**config.mk**
```make
export PLATFORM = sky130hd
export DESIGN_NAME = reset_sleep_manager
export DESIGN_NICKNAME = d
export VERILOG_FILES = /design/src/rtl/reset_sleep_pkg.sv /design/src/rtl/reset_sleep_manager.sv
export SDC_FILE = /design/constraint.sdc
export NUM_CORES = 1
export LEC_CHECK = 0
export BUFFER_PORTS_ARGS = -buffer_cell sky130_fd_sc_hd__buf_4
export CORE_MARGIN = 2
export CORE_UTILIZATION = 40
export CTS_BUF_LIST = sky130_fd_sc_hd__clkbuf_4 sky130_fd_sc_hd__clkbuf_8 sky130_fd_sc_hd__clkbuf_16
export DETAILED_ROUTE_END_ITERATION = 16
export HOLD_SLACK_MARGIN = 0.12
export MAX_ROUTING_LAYER = met4
export PLACE_DENSITY_LB_ADDON = 0.1
export SKIP_CTS_REPAIR_TIMING = 1
export SYNTH_ARGS = -nofsm -noshare
export SYNTH_HDL_FRONTEND = slang
export SYNTH_SLANG_ARGS = --single-unit
```
**constraint.sdc**
```tcl
create_clock -name clk_in -period 2.53 [get_ports clk_in]
set_clock_uncertainty 0.2 [all_clocks]
set_input_delay 0.3795 -clock clk_in [delete_from_list [all_inputs] [get_ports clk_in]]
set_output_delay 0.3795 -clock clk_in [all_outputs]
set_load 0.02 [all_outputs]
```
**src/rtl/reset_sleep_pkg.sv**
```systemverilog
// Purpose : constants shared by the reset and sleep manager
// Assumes : 32-bit APB data, one aligned word per register
// Notes   : register contents are 8 bits wide in the low byte
package reset_sleep_pkg;
   // ==========================================================
   // register byte addresses
   localparam logic [7:0] ADDR_CONTROL  = 8'h00;
   localparam logic [7:0] ADDR_CAUSE    = 8'h04;
   localparam logic [7:0] ADDR_WATCHDOG = 8'h08;
   localparam logic [7:0] ADDR_IRQ_STAT = 8'h0c;
   localparam logic [7:0] ADDR_IRQ_MASK = 8'h10;
   // ==========================================================
   // control register fields
   localparam int BIT_SLEEP_UNLOCK = 7;
   localparam int BIT_PCONF_EN     = 6;
   localparam int BIT_ILL_EN       = 5;
   localparam int BIT_WD_EN        = 4;
   // cause register fields
   localparam int BIT_SLEEP_REQ    = 7;
   localparam int BIT_ILL_CAUSE    = 5;
   localparam int BIT_WD_CAUSE     = 4;
   localparam int BIT_COMBO_CAUSE  = 3;
   localparam int BIT_EXT_CAUSE    = 2;
   localparam int BIT_WAKE_CAUSE   = 1;
   localparam logic [7:0] CAUSE_USED_MASK = 8'h3e;
   // interrupt status fields
   localparam int IRQ_W      = 4;
   localparam int IRQ_EXT    = 0;
   localparam int IRQ_COMBO  = 1;
   localparam int IRQ_WD     = 2;
   localparam int IRQ_ILL    = 3;
   // ==========================================================
   // watchdog
   localparam logic [3:0] WD_KEY_FIRST  = 4'ha;
   localparam logic [3:0] WD_KEY_SECOND = 4'h3;
   localparam logic [3:0] WD_LIMIT      = 4'h8;
   localparam logic [3:0] WD_ZERO       = 4'h0;
   localparam logic [3:0] WD_STEP       = 4'h1;
   // key sequencer states
   typedef enum logic [1:0] {
      KEY_IDLE  = 2'b01,
      KEY_ARMED = 2'b10
   } key_state_t;
endpackage : reset_sleep_pkg

```
**src/rtl/reset_sleep_manager.sv**
```systemverilog
// Purpose : reset source merge, cause recording, sleep control, watchdog
// Assumes : nrst_in is the power-up reset; source inputs synchronous to clk_in
// Notes   : APB slave, one wait-free access cycle; unmapped address gives pslverr
//
// Contract
// - control bit 7 unlocks sleep; cold reset
// - control bit 6 gates port configuration reset
// - control bit 5 enables illegal-access source
// - control bit 4 watchdog enable, never cleared by a write
// - cause bit 7 sleep request reads zero
// - cause bit 5 flags illegal-access reset
// - cause bit 4 flags watchdog reset
// - cause bit 3 flags pin-combination reset
// - cause bit 2 flags external pin reset
// - cause bit 1 flags pin reset during sleep
// - watchdog bits 3..0 read the counter
// - merge sources into lines, govern sleep
// - system reset on any enabled source
// - keys 0x0a then 0x03 clear counter
// - enabled watchdog resets at count eight
`timescale 1ns/1ps
module reset_sleep_manager
   import reset_sleep_pkg::*;
(
   // clock and power-up reset
   input  wire logic        clk_in,
   input  wire logic        nrst_in,
   // apb slave
   input  wire logic        psel_in,
   input  wire logic        penable_in,
   input  wire logic        pwrite_in,
   input  wire logic [7:0]  paddr_in,
   input  wire logic [31:0] pwdata_in,
   output logic      [31:0] prdata_out,
   output logic             pready_out,
   output logic             pslverr_out,
   // reset sources
   input  wire logic        ext_pin_reset_in,
   input  wire logic        pin_combo_reset_in,
   input  wire logic        illegal_access_in,
   input  wire logic        watchdog_tick_in,
   // distributed reset lines
   output logic             cold_reset_out,
   output logic             system_reset_out,
   output logic             port_config_reset_out,
   output logic             sleep_reset_out,
   // interrupt
   output logic             irq_out
);
   // ==========================================================
   // state
   logic             sleep_unlock;
   logic             port_config_reset_enable;
   logic             illegal_access_reset_enable;
   logic             watchdog_reset_enable;
   logic [7:0]       cause_flags;
   logic [7:0]       read_capture;
   logic [3:0]       watchdog_count;
   key_state_t       key_state;
   logic [IRQ_W-1:0] irq_status;
   logic [IRQ_W-1:0] irq_mask;
   // ==========================================================
   // bus decode
   logic       bus_setup;
   logic       bus_fire;
   logic       wr_fire;
   logic       rd_fire;
   logic       mapped;
   logic [7:0] next_rdata;
   logic [3:0] watchdog_key;

   assign bus_setup    = psel_in & ~penable_in;
   assign bus_fire     = psel_in & penable_in & pready_out;
   assign wr_fire      = bus_fire & pwrite_in & ~pslverr_out;
   assign rd_fire      = bus_fire & ~pwrite_in & ~pslverr_out;
   assign watchdog_key = pwdata_in[3:0];

   // read mux, unused bits zero
   always_comb
   begin
      mapped     = 1'b1;
      next_rdata = 8'h00;
      case (paddr_in)
         ADDR_CONTROL  : next_rdata = {sleep_unlock, port_config_reset_enable,
                                       illegal_access_reset_enable,
                                       watchdog_reset_enable, 4'h0};
         ADDR_CAUSE    : next_rdata = cause_flags & CAUSE_USED_MASK;
         ADDR_WATCHDOG : next_rdata = {4'h0, watchdog_count};
         ADDR_IRQ_STAT : next_rdata = {4'h0, irq_status};
         ADDR_IRQ_MASK : next_rdata = {4'h0, irq_mask};
         default       : mapped = 1'b0;
      endcase
   end

   // answer one cycle after setup
   always_ff @(posedge clk_in or negedge nrst_in)
   begin
      if (!nrst_in)
      begin
         pready_out   <= 1'b0;
         pslverr_out  <= 1'b0;
         prdata_out   <= 32'h0000_0000;
         read_capture <= 8'h00;
      end
      else
      begin
         pready_out  <= bus_setup;
         pslverr_out <= bus_setup & ~mapped;
         if (bus_setup)
         begin
            prdata_out   <= {24'h00_0000, next_rdata};
            read_capture <= next_rdata;
         end
      end
   end

   logic ctrl_wr;
   logic cause_wr;
   logic cause_rd;
   logic wd_wr;
   assign ctrl_wr  = wr_fire & (paddr_in == ADDR_CONTROL);
   assign cause_wr = wr_fire & (paddr_in == ADDR_CAUSE);
   assign cause_rd = rd_fire & (paddr_in == ADDR_CAUSE);
   assign wd_wr    = wr_fire & (paddr_in == ADDR_WATCHDOG);

   // ==========================================================
   // control register, cleared by power-up reset; bits 7..5 also by a write
   always_ff @(posedge clk_in or negedge nrst_in)
   begin
      if (!nrst_in)
      begin
         sleep_unlock                <= 1'b0;
         port_config_reset_enable    <= 1'b0;
         illegal_access_reset_enable <= 1'b0;
         watchdog_reset_enable       <= 1'b0;
      end
      else if (ctrl_wr)
      begin
         sleep_unlock                <= pwdata_in[BIT_SLEEP_UNLOCK];
         port_config_reset_enable    <= pwdata_in[BIT_PCONF_EN];
         illegal_access_reset_enable <= pwdata_in[BIT_ILL_EN];
         watchdog_reset_enable       <= watchdog_reset_enable | pwdata_in[BIT_WD_EN];
      end
   end

   // ==========================================================
   // source merge
   logic ill_fire;
   logic wd_fire;
   logic sys_src;
   logic service;
   assign ill_fire = illegal_access_reset_enable & illegal_access_in;
   assign wd_fire  = watchdog_reset_enable & (watchdog_count == WD_LIMIT);
   assign sys_src  = ext_pin_reset_in | pin_combo_reset_in | wd_fire | ill_fire;
   assign service  = wd_wr & (key_state == KEY_ARMED) & (watchdog_key == WD_KEY_SECOND);

   // reset lines except sleep, all asserted during power-up reset
   always_ff @(posedge clk_in or negedge nrst_in)
   begin
      if (!nrst_in)
      begin
         cold_reset_out        <= 1'b1;
         system_reset_out      <= 1'b1;
         port_config_reset_out <= 1'b1;
      end
      else
      begin
         cold_reset_out        <= 1'b0;
         system_reset_out      <= sys_src;
         port_config_reset_out <= sys_src & port_config_reset_enable;
      end
   end

   // sleep entry needs unlock; any system source wakes
   always_ff @(posedge clk_in or negedge nrst_in)
   begin
      if (!nrst_in)
         sleep_reset_out <= 1'b0;
      else if (sys_src)
         sleep_reset_out <= 1'b0;
      else if (cause_wr & pwdata_in[BIT_SLEEP_REQ] & sleep_unlock)
         sleep_reset_out <= 1'b1;
   end

   // ==========================================================
   // cause flags: set wins over read or write clear
   logic [7:0] cause_set;
   logic [7:0] cause_clr;
   always_comb
   begin
      cause_set                  = 8'h00;
      cause_set[BIT_ILL_CAUSE]   = ill_fire;
      cause_set[BIT_WD_CAUSE]    = wd_fire;
      cause_set[BIT_COMBO_CAUSE] = pin_combo_reset_in;
      cause_set[BIT_EXT_CAUSE]   = ext_pin_reset_in;
      cause_set[BIT_WAKE_CAUSE]  = ext_pin_reset_in & sleep_reset_out;
      cause_clr                  = 8'h00;
      if (cause_wr)
         cause_clr = CAUSE_USED_MASK;
      else if (cause_rd)
         cause_clr = read_capture; // clears only what was seen
   end

   always_ff @(posedge clk_in or negedge nrst_in)
   begin
      if (!nrst_in)
         cause_flags <= 8'h00;
      else
         cause_flags <= ((cause_flags & ~cause_clr) | cause_set) & CAUSE_USED_MASK;
   end

   // ==========================================================
   // watchdog key sequencer
   always_ff @(posedge clk_in or negedge nrst_in)
   begin
      if (!nrst_in)
         key_state <= KEY_IDLE;
      else if (wd_wr)
      begin
         case (watchdog_key)
            WD_KEY_FIRST : key_state <= KEY_ARMED;
            default      : key_state <= KEY_IDLE;
         endcase
      end
   end

   // watchdog counter, runs only while enabled
   always_ff @(posedge clk_in or negedge nrst_in)
   begin
      if (!nrst_in)
         watchdog_count <= WD_ZERO;
      else if (service | wd_fire)
         watchdog_count <= WD_ZERO;
      else if (watchdog_reset_enable & watchdog_tick_in & (watchdog_count < WD_LIMIT))
         watchdog_count <= watchdog_count + WD_STEP;
   end

   // ==========================================================
   // interrupts: sticky, write one to clear, set wins
   logic [IRQ_W-1:0] irq_set;
   assign irq_set = {ill_fire, wd_fire, pin_combo_reset_in, ext_pin_reset_in};

   always_ff @(posedge clk_in or negedge nrst_in)
   begin
      if (!nrst_in)
      begin
         irq_status <= '0;
         irq_mask   <= '0;
         irq_out    <= 1'b0;
      end
      else
      begin
         if (wr_fire & (paddr_in == ADDR_IRQ_STAT))
            irq_status <= (irq_status & ~pwdata_in[IRQ_W-1:0]) | irq_set;
         else
            irq_status <= irq_status | irq_set;
         if (wr_fire & (paddr_in == ADDR_IRQ_MASK))
            irq_mask <= pwdata_in[IRQ_W-1:0];
         irq_out <= |(irq_status & irq_mask);
      end
   end
endmodule : reset_sleep_manager

```
Yosys cells after proc, flatten, opt, wreduce, memory -nomap -nowiden
Index checks and enable logic that the tools add are counted.

storage, ports and cells
  register bits = 38
  input port bits = 49
  output and inout port bits = 39
  word-level logic and storage cells = 83

cells by class
  add/sub/neg operators = 1
  $lt $le $gt $ge = 1
  equal/unequal tests = 8
  muxes and demuxes = 10
  bitwise operators = 41
  reductions and logical operators = 5

operators by type and width
  cell                                                              count
  8-bit case mux with 5 select lines                                1
  1-bit bitwise AND                                                 24
  8-bit by 4-bit == test with 1-bit output (second input constant)  2
  4-bit two-way mux                                                 3
  6-bit two-way mux                                                 2
  4-bit bitwise AND                                                 2
  4-bit == test (second input constant)                             2
  8-bit by 3-bit == test with 1-bit output (second input constant)  1
  8-bit by 5-bit == test with 1-bit output (second input constant)  1
  8-bit logical NOT                                                 1
  4-bit OR                                                          2
  6-bit bitwise AND                                                 1
  6-bit NOT                                                         1
  6-bit OR                                                          1
  1-bit OR                                                          5
  5-bit OR reduction                                                1
  4-bit by 1-bit adder with 4-bit output (second input constant)    1
  4-bit by 2-bit == test with 1-bit output (second input constant)  1
  4-bit less-than comparator (second input constant)                1
  1-bit NOT                                                         4
  4-bit NOT                                                         1
  2-bit nonzero test                                                2
  4-bit OR reduction                                                1
  1-bit two-way mux                                                 3
  2 further kinds                                                   2

Longest topological paths before layout
  depth after elaboration = 10
  mapped depth = 5
  mapped depth without buffers = 5

Worst setup path after synthesis
No wires, ideal clock.

  path kind = input to register
  start = in paddr_in[3]
  end = reg cause_flags[1]
  setup time = 0.121 ns
  arrival time = 1.675 ns
  required time = 2.209 ns
  setup slack = 0.534 ns
  stages = 5
  buffers on the path = 2
  cells stage by stage = buf_2 or4_1 clkbuf_2 or4_1 a22o_1

on the way
  word-level cells in the longest chain between the ends = 7
  elaborated cells on any way between the ends = 8
  those cells by class = eq/ne: 1; mux: 2; bitwise: 5

RTL lines
  what                                        RTL line                                                RTL
  start: declaration                          reset_sleep_manager.sv:32                               input wire logic [7:0] paddr_in,
  8-bit by 3-bit == test with 1-bit output *  reset_sleep_manager.sv:122, reset_sleep_manager.sv:123
  1-bit bitwise AND                           reset_sleep_manager.sv:123                              assign cause_rd = rd_fire & (paddr_in == ADDR_CAUSE);
  6-bit two-way mux                           reset_sleep_manager.sv:200                              else if (cause_rd)
  6-bit two-way mux *                         reset_sleep_manager.sv:198                              if (cause_wr)
  6-bit NOT *                                 reset_sleep_manager.sv:209                              cause_flags <= ((cause_flags & ~cause_clr) | cause_set) & CAUSE_USED_MASK;
  6-bit bitwise AND *                         reset_sleep_manager.sv:209
  6-bit OR *                                  reset_sleep_manager.sv:209
  end signal: assignment                      reset_sleep_manager.sv:209
  end: declaration                            reset_sleep_manager.sv:56                               logic [7:0] cause_flags;

Mark *: on every way between the ends. The rest lies on a longest branch, timed or not.
A chain may end at the register's enable or synchronous reset.

Final worst setup path
  start = reg pslverr_out
  end = reg cause_flags[1]

on the way
  word-level cells in the longest chain between the ends = 8
  elaborated cells on any way between the ends = 10
  those cells by class = mux: 2; bitwise: 8

RTL lines
  what                      RTL line                                              RTL
  start: declaration        reset_sleep_manager.sv:36                             output logic pslverr_out,
  start signal: assignment  reset_sleep_manager.sv:108                            pslverr_out <= bus_setup & ~mapped;
  1-bit NOT *               reset_sleep_manager.sv:74, reset_sleep_manager.sv:75
  1-bit bitwise AND         reset_sleep_manager.sv:75                             assign rd_fire = bus_fire & ~pwrite_in & ~pslverr_out;
  1-bit bitwise AND         reset_sleep_manager.sv:123
  6-bit two-way mux         reset_sleep_manager.sv:200
  6-bit two-way mux *       reset_sleep_manager.sv:198
  6-bit NOT *               reset_sleep_manager.sv:209
  6-bit bitwise AND *       reset_sleep_manager.sv:209
  6-bit OR *                reset_sleep_manager.sv:209

Marked as above.

==> reports/results.txt <==
Rows -> 26
max-slew violations -> 0
PortBufs -> 39
dpl cells -> 306
via total after detailed routing -> 1610
fin crit share -> 76.2%
Yosys reg bits -> 38
RSZ-0062 raised after global routing -> false
Hold Path Cell Cnt -> 3
share of cells above drive strength 1 -> 27.4%
status -> complete, no violations
leak pwr -> 0.00121 µW
worst path required time -> 2.51 ns
CTS buffer count -> 5
synth warn -> 0
non-filler cells, final -> 322
grt total ovfl -> 0
GP Congestion -> 0.841
Final min period -> 1.93 ns
number of routed nets with antenna violations -> 0
Distinct cells, synth -> 45
largest net degree at the start of global routing -> 39
FF+latch area -> 956 µm²
EDFF count, synth -> 0
chip height -> 76.2 µm
Reg2Reg Capture Point -> cause_flags[1]$_DFF_PN0_
sequential-to-total area share from yosys stat -> 45.8%
number of global-route vias before repair -> 1535
initial antenna violation count -> 0
worst hold start -> pin_combo_reset_in
drt total wl -> 4.64 mm
CP max FO -> 7
worst-case clock buffer depth -> 2
Post-Syn Instances -> 203
CTS H-Tree Depth -> 2
DRC Markers -> 0
multi-input logic area -> 970 µm²
Worst R2R Start -> pslverr_out$_DFF_PN0_
Total GRT Usage -> 17.6%
TNS Setup -> 0 ns
1st-pass router iterations -> 4
final core utilization -> 50.9%
first-pass GRT wire length -> 7.80 mm
Max Fclk -> 519 MHz
final hold violation count -> 0
ys flop type -> dfrtp_1
reg2reg path depth -> 3
Mapped Area -> 2090 µm²
min-delay worst type -> primary input to register
# IOs -> 88
die area -> 5810 µm²
Synth Area per Inst -> 10.3 µm²
CP Launch Type -> register
Arr. time, crit path -> 1.91 ns
area grow syn2layout -> 23.7%
Clk pin slew, worst setup/hold paths -> 0.08 ns
asr flop ratio synth -> 100%
Filler cells -> 497
core area -> 5070 µm²
WS Path Type -> register to register
ANT cells -> 0
PwrDens -> 550 nW/µm²
Crit. End Element -> register
1st-iter DRT viols -> 71
Die W -> 76.2 µm
max-cap violations -> 0
hold endpoint -> cause_flags[3]$_DFF_PN0_
initial core utilization -> 41.1%
CP Launch Point -> pslverr_out$_DFF_PN0_
Peak VDD IR -> 0.257 mV
DP HPWL -> 3.52 mm
clock latency on the worst-skew pair -> 0.29 ns
Final setup viols -> 0
CTS tree -> yes
vias per cell -> 5.00
flop2flop setup slack -> 0.60 ns
drt wl/cell -> 14.4 µm
Post-layout nets -> 302
Clock Sink Count -> 38
Root Buffer -> clkbuf_8
-- cell usage after synthesis (2+ instances only) --
cell type / n / area share [%]
dfrtp_1: 34 / 41
buf_4: 24 / 8.6
o21ai_0: 16 / 3.8
nand2_1: 14 / 2.5
mux2_2: 12 / 6.5
inv_1: 10 / 1.8
nor4_1: 7 / 2.1
nor4bb_1: 7 / 3.4
a31oi_1: 6 / 1.8
nor2_1: 6 / 1.1
a211oi_1: 5 / 1.8
dfstp_2: 4 / 5.0
mux2i_1: 4 / 1.9
nand4b_1: 4 / 1.7
clkbuf_1: 3 / 0.54
nand4_1: 3 / 0.90
o31ai_1: 3 / 1.1
a21oi_1: 2 / 0.48
a221oi_1: 2 / 0.84
a22oi_1: 2 / 0.72
and3_1: 2 / 0.60
and4b_1: 2 / 0.96
buf_1: 2 / 0.36
buf_2: 2 / 0.48
ha_1: 2 / 1.2
nand3_1: 2 / 0.48
nand3b_1: 2 / 0.72
nor2b_1: 2 / 0.60
or2_2: 2 / 0.60
or4_1: 2 / 0.72
-- cells by family after synthesis --
family                     Yosys count  share of synthesized area (%)
and+or+nand+nor                     63                           19.8
buffers and inverters               42                           12.1
AOI/OAI and AO/OA                   39                           11.8
DFF                                 38                           45.8
muxes                               16                           8.39
adders and majority gates            2                           1.20
xor gates and xnor gates             2                          0.839
other                                1                          0.180
-- registers in the layout, indices dropped and copies added (netlist names), 2 cells and up --
signal          flops
irq_mask            4
prdata_out          8
key_state           2
irq_status          4
watchdog_count      4
cause_flags         5
-- cell usage in the layout (no fill, tap or decap), types with 2 or more instances in the layout --
cell and instances:
and4b_1 2, nor2_1 6, inv_1 10, clkbuf_8 6, and3_1 2, or4_1 2
a221oi_1 2, nand4_1 3, nor4bb_1 7, dlygate4sd3_1 8, dfrtp_1 34, nand2_1 14
nor2b_1 2, o31ai_1 3, mux2_2 12, a22oi_1 2, a21oi_1 2, ha_1 2
nand4b_1 4, o21ai_0 16, mux2i_1 4, a211oi_1 5, conb_1 25, a31oi_1 6
or2_2 2, buf_4 41, nand3b_1 2, dfstp_2 4, nor4_1 7, bufinv_16 2
nand3_1 2
-- how the worst max path moves through the flow --
| stage | to | slack, ns |
|---|---|---|
| floorplan | cause_flags[1]$_DFF_PN0_ | 0.53 |
| global placement | cause_flags[1]$_DFF_PN0_ | 0.32 |
| detailed placement | cause_flags[1]$_DFF_PN0_ | 0.33 |
| CTS | cause_flags[1]$_DFF_PN0_ | 0.60 |
| global route | cause_flags[1]$_DFF_PN0_ | 0.52 |
| finish | cause_flags[1]$_DFF_PN0_ | 0.60 |
-- routing by layer --
layer,routed length [µm],GRT usage (%),vias to the layer above
met1,2250,24.2,763
met5,0,-,-
li1,-,-,793
met2,2100,26.1,49
met3,234,4.03,5
met4,51,5.45,0
-- layout make-up --
class	instances	share of cell area, %
Multi-Input combinational cell	147	37.6
Sequential cell	38	37.0
Timing Repair Buffer	49	15.0
Tap cell	70	3.39
Clock buffer	6	3.20
Clock inverter	2	2.33
Inverter	10	1.45
-- report_power, final --
| part | total (µW) | switching (µW) | internal (µW) | leakage [µW] |
|---|---|---|---|---|
| combinational | 157 | 99.6 | 57.4 | 0.000662 |
| sequential | 620 | 4.67 | 615 | 0.000473 |
| clock | 643 | 222 | 421 | 0.0000714 |
-- metrics by stage --
stage	hold WS (ns)	instance area, µm²	total power [µW]	worst slack [ns]
after floorplan	-0.116	2180	742	0.534
after global placement	0.178	2360	780	0.322
after detailed placement	0.180	2360	779	0.333
after CTS	-0.142	2500	1430	0.599
after global routing	0.123	2580	1480	0.518
final	0.125	2580	1420	0.602
-- worst max-delay path: stages, from the launching register on --
cell      delay, ns
dfrtp_1        0.39
nand4b_1       0.40
or4_1          0.64
a22o_1         0.19
Note: power is estimated with default switching activity, not from simulation.
